[src/verilog/sicl_pkg.sv]
// Constants shared by the sync and clamp front end
package sicl_pkg;
   // Register indices and byte addresses
   localparam logic [7:0] IDX_SYNC_CFG = 8'h12;
   localparam logic [7:0] IDX_FRAME_CFG = 8'h14;
   localparam logic [7:0] IDX_CLAMP_CFG = 8'h18;
   localparam logic [7:0] IDX_CTRL = 8'h20;
   localparam logic [7:0] IDX_SLICE_THR = 8'h21;
   localparam logic [7:0] IDX_CLAMP_TIME = 8'h22;
   localparam logic [7:0] IDX_STATUS = 8'h23;
   localparam logic [7:0] ADDR_SYNC_CFG = 8'(IDX_SYNC_CFG << 2);
   localparam logic [7:0] ADDR_FRAME_CFG = 8'(IDX_FRAME_CFG << 2);
   localparam logic [7:0] ADDR_CLAMP_CFG = 8'(IDX_CLAMP_CFG << 2);
   localparam logic [7:0] ADDR_CTRL = 8'(IDX_CTRL << 2);
   localparam logic [7:0] ADDR_SLICE_THR = 8'(IDX_SLICE_THR << 2);
   localparam logic [7:0] ADDR_CLAMP_TIME = 8'(IDX_CLAMP_TIME << 2);
   localparam logic [7:0] ADDR_STATUS = 8'(IDX_STATUS << 2);
   // Field positions
   localparam int POL_MANUAL_BIT = 5;
   localparam int POL_VALUE_BIT = 4;
   localparam int CLAMP_EXT_BIT = 4;
   localparam int CLAMP_MANUAL_BIT = 7;
   localparam int CLAMP_VALUE_BIT = 6;
   localparam int CTRL_CHSEL_BIT = 0;
   localparam int CTRL_COMPOSITE_BIT = 1;
   localparam int THR_W = 5;
   localparam int CNT_W = 8;
   localparam int LINE_W = 16;
   // Values after reset
   localparam logic [7:0] SYNC_CFG_RST = 8'h00;
   localparam logic [7:0] FRAME_CFG_RST = 8'h00;
   localparam logic [7:0] CLAMP_CFG_RST = 8'h00;
   localparam logic [1:0] CTRL_RST = 2'h0;
   localparam logic [THR_W-1:0] SLICE_THR_RST = 5'h10;
   localparam logic [CNT_W-1:0] CLAMP_DELAY_RST = 8'h08;
   localparam logic [CNT_W-1:0] CLAMP_DUR_RST = 8'h14;
   // Slicer step and timing
   localparam int SLICE_STEP_MV = 8;
   localparam int CLK_PERIOD_NS = 40;
   localparam int FRAME_SEP_NS = 10000;
   localparam int FRAME_SEP_CYCLES = (FRAME_SEP_NS + CLK_PERIOD_NS - 1) / CLK_PERIOD_NS;
   // Internal clamp sequencer
   typedef enum logic [1:0] {
      SICL_IDLE = 2'b00,
      SICL_DELAY = 2'b01,
      SICL_HOLD = 2'b10
   } sicl_clamp_st_t;
endpackage : sicl_pkg

[src/verilog/sicl_pol_if.sv]
// Interface between a synced input and its sense detector
`timescale 1ns/1ps
interface sicl_pol_if;
   logic level;
   logic active_high;
   modport det (input level, output active_high);
   modport src (output level, input active_high);
endinterface : sicl_pol_if

[src/verilog/sicl_poldet.sv]
// Automatic sense detector for one synced sync or clamp input
`timescale 1ns/1ps
module sicl_poldet #(
   parameter int CW = 16 // Width of level counters
) (
   input wire logic clk_sys, // System clock
   input wire logic rstn, // Synchronous reset, active low
   sicl_pol_if.det p // Level in, decided sense out
);
   logic prev_reg;
   logic [CW-1:0] high_reg;
   logic [CW-1:0] low_reg;
   logic act_reg;
   wire rise = p.level & ~prev_reg;

   // Previous level for edge finding
   always_ff @(posedge clk_sys) begin
      if (!rstn) prev_reg <= 1'b0;
      else prev_reg <= p.level;
   end

   // Saturating count of high and low cycles over one period
   always_ff @(posedge clk_sys) begin
      if (!rstn || rise) begin
         high_reg <= '0;
         low_reg <= '0;
      end else if (p.level) begin
         if (~&high_reg) high_reg <= high_reg + 1'b1;
      end else begin
         if (~&low_reg) low_reg <= low_reg + 1'b1;
      end
   end

   // Minority level of the period is taken as active
   always_ff @(posedge clk_sys) begin
      if (!rstn) act_reg <= 1'b0;
      else if (rise) act_reg <= (high_reg < low_reg);
   end
   assign p.active_high = act_reg;
endmodule : sicl_poldet

[src/verilog/sicl_top.sv]
// Sync input selection, sense handling, field, coast and clamp timing
`timescale 1ns/1ps
module sicl_top #(
   parameter int FRAME_SEP = sicl_pkg::FRAME_SEP_CYCLES // Composite pulse width taken as frame sync
) (
   input wire logic clk_sys, // System clock, 25 MHz
   input wire logic rstn, // Synchronous reset, active low
   input wire logic psel, // APB select
   input wire logic penable, // APB enable
   input wire logic pwrite, // APB write
   input wire logic [7:0] paddr, // APB byte address
   input wire logic [31:0] pwdata, // APB write data
   output logic [31:0] prdata, // APB read data
   output logic pready, // APB ready
   output logic pslverr, // APB error, unmapped address
   input wire logic line_sync_in_a, // Line sync, channel a
   input wire logic line_sync_in_b, // Line sync, channel b
   input wire logic frame_sync_in_a, // Frame sync, channel a
   input wire logic frame_sync_in_b, // Frame sync, channel b
   input wire logic green_embedded_sync_in_a, // Slicer comparator, channel a
   input wire logic green_embedded_sync_in_b, // Slicer comparator, channel b
   input wire logic ext_clamp_in, // External clamp pin
   output logic [sicl_pkg::THR_W-1:0] slice_threshold, // Slicer threshold code
   output logic sliced_composite_sync_out, // Non-inverted composite sync
   output logic pll_lock_pulse, // Leading edge of line sync
   output logic clamp_out, // Clamp window
   output logic coast_out, // Internal coast interval
   output logic field_odd // Odd field flag
);
   import sicl_pkg::*;

   // Configuration registers
   logic [7:0] sync_cfg_reg;
   logic [7:0] frame_cfg_reg;
   logic [7:0] clamp_cfg_reg;
   logic [1:0] ctrl_reg;
   logic [THR_W-1:0] thr_reg;
   logic [CNT_W-1:0] clamp_delay_reg;
   logic [CNT_W-1:0] clamp_dur_reg;
   logic [31:0] prdata_reg;
   logic pready_reg;
   logic pslverr_reg;
   // Input synchronisers and selected set
   logic [6:0] sync1_reg;
   logic [6:0] sync2_reg;
   logic [2:0] raw_sel;
   logic [2:0] sense_eff;
   logic [2:0] act;
   logic [2:0] auto_sense;
   logic clamp_ext_en;
   logic sliced_reg;
   logic comp_frame_reg;
   logic [LINE_W-1:0] comp_width_reg;
   // Timing state
   logic h_act_d_reg;
   logic v_act_d_reg;
   logic pll_lock_reg;
   logic coast_reg;
   logic field_reg;
   logic clamp_reg;
   logic [LINE_W-1:0] line_pos_reg;
   logic [LINE_W-1:0] line_len_reg;
   sicl_clamp_st_t clamp_st_reg;
   logic [CNT_W-1:0] clamp_cnt_reg;
   logic int_active;
   wire setup = psel & ~penable;
   wire wr_en = psel & penable & pready_reg & pwrite & ~pslverr_reg;
   wire h_lead = act[0] & ~h_act_d_reg;
   wire h_trail = ~act[0] & h_act_d_reg;
   wire v_lead = act[1] & ~v_act_d_reg;
   wire sel_b = ctrl_reg[CTRL_CHSEL_BIT];
   wire use_comp = ctrl_reg[CTRL_COMPOSITE_BIT];
   // APB write side
   always_ff @(posedge clk_sys) begin
      if (!rstn) begin
         sync_cfg_reg <= SYNC_CFG_RST;
         frame_cfg_reg <= FRAME_CFG_RST;
         clamp_cfg_reg <= CLAMP_CFG_RST;
         ctrl_reg <= CTRL_RST;
         thr_reg <= SLICE_THR_RST;
         clamp_delay_reg <= CLAMP_DELAY_RST;
         clamp_dur_reg <= CLAMP_DUR_RST;
      end else if (wr_en) begin
         if (paddr == ADDR_SYNC_CFG) begin
            sync_cfg_reg <= pwdata[7:0];
         end else if (paddr == ADDR_FRAME_CFG) begin
            frame_cfg_reg <= pwdata[7:0];
         end else if (paddr == ADDR_CLAMP_CFG) begin
            clamp_cfg_reg <= pwdata[7:0];
         end else if (paddr == ADDR_CTRL) begin
            ctrl_reg <= pwdata[1:0];
         end else if (paddr == ADDR_SLICE_THR) begin
            thr_reg <= pwdata[THR_W-1:0];
         end else if (paddr == ADDR_CLAMP_TIME) begin
            clamp_delay_reg <= pwdata[7:0];
            clamp_dur_reg <= pwdata[15:8];
         end
      end
   end
   // APB read data and error, prepared in the setup cycle
   always_ff @(posedge clk_sys) begin
      if (!rstn) begin
         prdata_reg <= 32'h0;
         pslverr_reg <= 1'b0;
      end else if (setup) begin
         pslverr_reg <= 1'b0;
         if (paddr == ADDR_SYNC_CFG) begin
            prdata_reg <= {24'h0, sync_cfg_reg};
         end else if (paddr == ADDR_FRAME_CFG) begin
            prdata_reg <= {24'h0, frame_cfg_reg};
         end else if (paddr == ADDR_CLAMP_CFG) begin
            prdata_reg <= {24'h0, clamp_cfg_reg};
         end else if (paddr == ADDR_CTRL) begin
            prdata_reg <= {30'h0, ctrl_reg};
         end else if (paddr == ADDR_SLICE_THR) begin
            prdata_reg <= {27'h0, thr_reg};
         end else if (paddr == ADDR_CLAMP_TIME) begin
            prdata_reg <= {16'h0, clamp_dur_reg, clamp_delay_reg};
         end else if (paddr == ADDR_STATUS) begin
            prdata_reg <= {line_len_reg, 10'h0, clamp_reg, coast_reg, field_reg, sense_eff};
         end else begin
            prdata_reg <= 32'h0;
            pslverr_reg <= 1'b1;
         end
      end
   end
   // One wait-free access cycle after setup
   always_ff @(posedge clk_sys) begin
      if (!rstn) pready_reg <= 1'b0;
      else pready_reg <= setup;
   end
   // Two-flop synchronisers on every sync and clamp input pin
   always_ff @(posedge clk_sys) begin
      if (!rstn) begin
         sync1_reg <= 7'h0;
         sync2_reg <= 7'h0;
      end else begin
         sync1_reg <= {ext_clamp_in, green_embedded_sync_in_b, green_embedded_sync_in_a,
                       frame_sync_in_b, frame_sync_in_a, line_sync_in_b, line_sync_in_a};
         sync2_reg <= sync1_reg;
      end
   end
   // Selected slicer output, passed on non-inverted
   always_ff @(posedge clk_sys) begin
      if (!rstn) sliced_reg <= 1'b0;
      else sliced_reg <= sel_b ? sync2_reg[5] : sync2_reg[4];
   end

   // Composite separation: a long active pulse is frame sync
   always_ff @(posedge clk_sys) begin
      if (!rstn) begin
         comp_width_reg <= '0;
         comp_frame_reg <= 1'b0;
      end else if (sliced_reg == sense_eff[0]) begin
         if (comp_width_reg != LINE_W'(FRAME_SEP)) comp_width_reg <= comp_width_reg + 1'b1;
         else comp_frame_reg <= 1'b1;
      end else begin
         comp_width_reg <= '0;
         comp_frame_reg <= 1'b0;
      end
   end

   // Source selection and sense detection per signal
   always_comb begin
      raw_sel[0] = use_comp ? (sliced_reg & ~comp_frame_reg) : (sel_b ? sync2_reg[1] : sync2_reg[0]);
      raw_sel[1] = use_comp ? ~comp_frame_reg : (sel_b ? sync2_reg[3] : sync2_reg[2]);
      raw_sel[2] = sync2_reg[6];
   end

   // Effective sense: manual bit wins over detected sense
   always_comb begin
      sense_eff[0] = sync_cfg_reg[POL_MANUAL_BIT] ? sync_cfg_reg[POL_VALUE_BIT] : auto_sense[0];
      sense_eff[1] = frame_cfg_reg[POL_MANUAL_BIT] ? frame_cfg_reg[POL_VALUE_BIT] : auto_sense[1];
      sense_eff[2] = clamp_cfg_reg[CLAMP_MANUAL_BIT] ? clamp_cfg_reg[CLAMP_VALUE_BIT] : auto_sense[2];
      if (use_comp) begin
         sense_eff[1] = 1'b0;
      end
   end

   sicl_pol_if pif[3] ();
   genvar gi;
   generate
      for (gi = 0; gi < 3; gi++) begin : g_sense
         assign pif[gi].level = raw_sel[gi];
         assign auto_sense[gi] = pif[gi].active_high;
         assign act[gi] = sense_eff[gi] ? raw_sel[gi] : ~raw_sel[gi];
         sicl_poldet #(.CW(LINE_W)) u_det (
            .clk_sys(clk_sys),
            .rstn(rstn),
            .p(pif[gi])
         );
      end
   endgenerate
   assign clamp_ext_en = clamp_cfg_reg[CLAMP_EXT_BIT];

   // Edge history and pixel clock lock pulse
   always_ff @(posedge clk_sys) begin
      if (!rstn) begin
         h_act_d_reg <= 1'b1; // Active level seen while synchronisers are clear
         v_act_d_reg <= 1'b1; // Avoids a false edge just after reset
         pll_lock_reg <= 1'b0;
      end else begin
         h_act_d_reg <= act[0];
         v_act_d_reg <= act[1];
         pll_lock_reg <= h_lead;
      end
   end

   // Line position and length between leading edges
   always_ff @(posedge clk_sys) begin
      if (!rstn) begin
         line_pos_reg <= '0;
         line_len_reg <= '0;
      end else if (h_lead) begin
         line_len_reg <= line_pos_reg;
         line_pos_reg <= '0;
      end else if (~&line_pos_reg) begin
         line_pos_reg <= line_pos_reg + 1'b1;
      end
   end

   // Field and coast from frame sync
   always_ff @(posedge clk_sys) begin
      if (!rstn) begin
         field_reg <= 1'b0;
         coast_reg <= 1'b0;
      end else begin
         coast_reg <= act[1];
         if (v_lead) field_reg <= (line_pos_reg >= (line_len_reg >> 1));
      end
   end

   // Internal clamp: delay then hold from line sync trailing edge
   always_ff @(posedge clk_sys) begin
      if (!rstn) begin
         clamp_st_reg <= SICL_IDLE;
         clamp_cnt_reg <= '0;
      end else if (h_trail) begin
         clamp_st_reg <= (clamp_delay_reg == '0) ? SICL_HOLD : SICL_DELAY;
         clamp_cnt_reg <= (clamp_delay_reg == '0) ? clamp_dur_reg : clamp_delay_reg;
      end else begin
         case (clamp_st_reg)
            SICL_DELAY: begin
               if (clamp_cnt_reg == 8'h01) begin
                  clamp_st_reg <= SICL_HOLD;
                  clamp_cnt_reg <= clamp_dur_reg;
               end else begin
                  clamp_cnt_reg <= clamp_cnt_reg - 1'b1;
               end
            end
            SICL_HOLD: begin
               if (clamp_cnt_reg <= 8'h01) clamp_st_reg <= SICL_IDLE;
               else clamp_cnt_reg <= clamp_cnt_reg - 1'b1;
            end
            default: begin
               clamp_st_reg <= SICL_IDLE;
            end
         endcase
      end
   end
   assign int_active = (clamp_st_reg == SICL_HOLD) && (clamp_cnt_reg != '0);

   // Clamp source choice; external pin only when enabled
   always_ff @(posedge clk_sys) begin
      if (!rstn) clamp_reg <= 1'b0;
      else clamp_reg <= clamp_ext_en ? act[2] : int_active;
   end

   // Outputs from flops
   assign prdata = prdata_reg;
   assign pready = pready_reg;
   assign pslverr = pslverr_reg;
   assign slice_threshold = thr_reg;
   assign sliced_composite_sync_out = sliced_reg;
   assign pll_lock_pulse = pll_lock_reg;
   assign clamp_out = clamp_reg;
   assign coast_out = coast_reg;
   assign field_odd = field_reg;

   // Helper: measured hold length of internal clamp
   logic [CNT_W:0] hold_meas_reg;
   always_ff @(posedge clk_sys) begin
      if (!rstn || !int_active) hold_meas_reg <= '0;
      else hold_meas_reg <= hold_meas_reg + 1'b1;
   end
endmodule : sicl_top
[config.mk]
export PLATFORM = sky130hd
export DESIGN_NAME = sicl_top
export DESIGN_NICKNAME = d
export VERILOG_FILES = /design/src/verilog/sicl_pkg.sv /design/src/verilog/sicl_pol_if.sv /design/src/verilog/sicl_poldet.sv /design/src/verilog/sicl_top.sv
export SDC_FILE = /design/constraint.sdc
export NUM_CORES = 1
export LEC_CHECK = 0
export BUFFER_PORTS_ARGS = -buffer_cell sky130_fd_sc_hd__buf_2
export CORE_AREA = 2 2 146 148
export CTS_BUF_LIST = sky130_fd_sc_hd__clkbuf_8
export CTS_CLUSTER_SIZE = 16
export DETAILED_ROUTE_END_ITERATION = 8
export DIE_AREA = 0 0 148 150
export GPL_TIMING_DRIVEN = 1
export PLACE_DENSITY = 0.79
export SLEW_MARGIN = 20
export SYNTH_ARGS = -nofsm -noshare
export SYNTH_HDL_FRONTEND = slang
export SYNTH_SLANG_ARGS = --single-unit
[constraint.sdc]
create_clock -name clk_sys -period 2.9 [get_ports clk_sys]
set_clock_uncertainty 0.15 [all_clocks]
set_input_delay 0.58 -clock clk_sys [delete_from_list [all_inputs] [get_ports clk_sys]]
set_output_delay 0.58 -clock clk_sys [all_outputs]
set_load 0.005 [all_outputs]
==> qor.yml <==
cells_and_area:
  num-fill-cells: 1682
  mostFrequentLayoutCells: "263 x dfxtp_1, 238 x nor2_1, 95 x inv_1"
  register_area_sq_um: 5270
  syn2layout_area_growth_pct: 12.6
  nNetsFinal: 1661
  final_cells: 1847
  multiInputGateArea_sq_um: 6870
  final_common_cell: "dfxtp_1"
  diodes: 0
  drive_gt1_share_pct: 13.2
  final_area_sq_um: 14300
pwr:
  p_comb_share_pct: 7.5
  power.density_nw_per_um2: 537
  switching_share_pct: 24.3
  leakage_nw: 5.89
  intPower_mw: 5.80
  peakVddDrop_uv: 371
  p_clk_share_pct: 43.5
  switchingPower_mw: 1.86
  seqPwrFrac_pct: 49.0
clocking:
  post_cts_buffers: 0
  clk_latency_ps: 560
  root_buffer: "clkbuf_8"
  hold_buffers: 0
  cts_resized: 0
  cts_tree: "built"
  cts.sinks: 263
  h-tree-depth: 2
  clk_path_buf_depth: 3
  cts_made_buffers: 44
  path_clk_slew_ps: 60
grt:
  grt_usage_pct: 25.8
  grt_max_degree: 62
  grt_pass1_wl_um: 47600
  antenna_found_initial: 0
  grt-ovfl-total: 0
  grt_pass1_vias: 9982
placed_design:
  place.detailed.hpwl_um: 20100
  placed_area_sq_um: 13400
  io_buffers: 79
  dp_slack_ps: 400
  gp_congestion: 0.901
  dp_cells: 1767
flow_run:
  max-cap-violations: 0
sta:
  tns_ps: 0
  drv_slew: 0
  setup_viol: 0
  slew_headroom_pct: 44.2
  fmax_mhz: 397
  min_period_ps: 2520
  hold_viol_final: 0
  rsz0062_at_grt: "no"
  final.setup.worst_slack_ps: 383
  worstMarginPinSlew_ps: 829
  finalCritPeriodShare_pct: 86.8
synth:
  ys_seq_area_share_pct: 41.6
  syn_inst: 1442
  ys_warn_count: 0
  synth_area_sq_um: 12700
  ys_async_sr_fraction_pct: 0
  ys_ff_latch: 263
  synth_edf_count: 0
  syn_avg_cell_area_sq_um: 8.79
  synth_flop_cell: "dfxtp_1"
  yosysUniqueCellTypes: 79
  syn_nets: 1565
floorplanning:
  die_h_um: 150
  dieArea_sq_um: 22200
  io_pins: 96
  initial_core_util_pct: 61.2
  core_area_sq_um: 20700
  die_x_um: 148
  num_rows: 53
route:
  drc: 0
  routed_via_density: 5.75
  wl_per_cell_um: 15.7
  dr.first_iter.drc_count: 652
  dr.pass1.iters: 6
  drt-total-wl_um: 28900
  vias: 10600
  ant_nets: 0
worst_setup_path:
  critPathKind: "flop to flop"
  critical_path.max_stage_delay_ps: 610
  crit_buf_inv: 0
  path_delay_family: "simple AND/OR/NAND/NOR gates"
  crit_required_ps: 3180
  crit_chain: "mux2_2, o21a_1, nor4b_2, nand3_1, xnor2_1, nor2_1"
  critical_path_arrival_ps: 2800
  crit_fanout: 6
  r2r_slack_ps: 380
  worst_path_max_delay_cell: "dfxtp_1"
  critPathCaptureType: "flop"
  start_kind: "flop"
outcome:
  status: "finished, final reports clean"
hold_path:
  min_path_type: "input pin to flop"
synthesized netlist by cell type, types with 12 or more instances:
cell type / count / area [sq um]
xor2_1: 41 / 359
nor4_1: 15 / 93.8
o21ai_0: 55 / 275
nand3_1: 54 / 270
nand2b_1: 12 / 75.1
a21oi_1: 45 / 225
ha_1: 71 / 888
nor2_1: 238 / 893
clkbuf_1: 31 / 116
a21o_1: 17 / 128
nand2_1: 78 / 293
nand4_1: 41 / 257
nor3_1: 21 / 105
and2_1: 20 / 125
and4_1: 12 / 105
mux2i_1: 60 / 601
a31oi_1: 14 / 87.6
a22oi_1: 28 / 210
and3_1: 25 / 156
inv_1: 81 / 304
buf_2: 14 / 70.1
xnor2_1: 72 / 631
dfxtp_1: 263 / 5270
worst reg2reg max path: stages, from the launching register on:
cell and delay (ps):
dfxtp_1 610, mux2_2 410, o21a_1 270, nor4b_2 540, nand3_1 190, xnor2_1 180
nor2_1 50
power by group through the flow:
stage	clock network, mW	logic (mW)	registers [mW]
3_3_place_gp	0	0.549	3.83
2_1_floorplan	0	0.427	3.81
4_1_cts	3.40	0.575	3.75
5_1_grt	3.57	0.643	3.76
6_report	3.33	0.575	3.75
3_5_place_dp	0	0.564	3.83
kinds of logic (layout without fill, tap and decap cells):
family,count (synthesis),after routing,synth area share (%)
and+or+nand+nor,569,569,22.1
DFF,263,263,41.6
AOI/OAI and AO/OA,223,223,11.5
buffers and inverters,134,264,4.37
xor gates and xnor gates,113,113,7.81
adders and majority gates,71,71,7.01
muxes,69,69,5.62
final cells by class:
class | instances | share of cell area, %
Multi-Input combinational cell | 1045 | 48.1
Sequential cell | 263 | 36.9
Clock buffer | 58 | 5.59
Timing Repair Buffer | 102 | 3.98
Tap cell | 275 | 2.41
Inverter | 82 | 2.16
Clock inverter | 22 | 0.859
layer usage:
layer | track usage (%) | vias up | routed length [um]
met3 | 4.30 | 69 | 1510
met2 | 43.7 | 282 | 13800
met4 | 8.90 | 0 | 719
met1 | 33.4 | 5033 | 13000
li1 | - | 5237 | -
met5 | 0 | - | 0
metrics by stage:
step	power [mW]	util, %	hold slack [ps]
CTS	7.73	69.0	63.3
global placement	4.38	64.5	269
global route	7.97	69.0	75.6
floorplan	4.24	-	262
finish	7.66	69.0	87.1
detailed placement	4.40	64.5	268
worst paths after layout:
path,endpoint,cells after the start,from
max,g_sense[1].u_det.low_reg[15]$_SDFFE_PP0P_,6,ctrl_reg[0]$_SDFFE_PN0P_
min,sync1_reg[3]$_SDFF_PN0_,2,frame_sync_in_b
min reg2reg,sync2_reg[5]$_SDFF_PN0_,1,sync1_reg[5]$_SDFF_PN0_
max reg2reg,g_sense[1].u_det.low_reg[15]$_SDFFE_PP0P_,6,ctrl_reg[0]$_SDFFE_PN0P_
(Power assumes the default switching activity.)
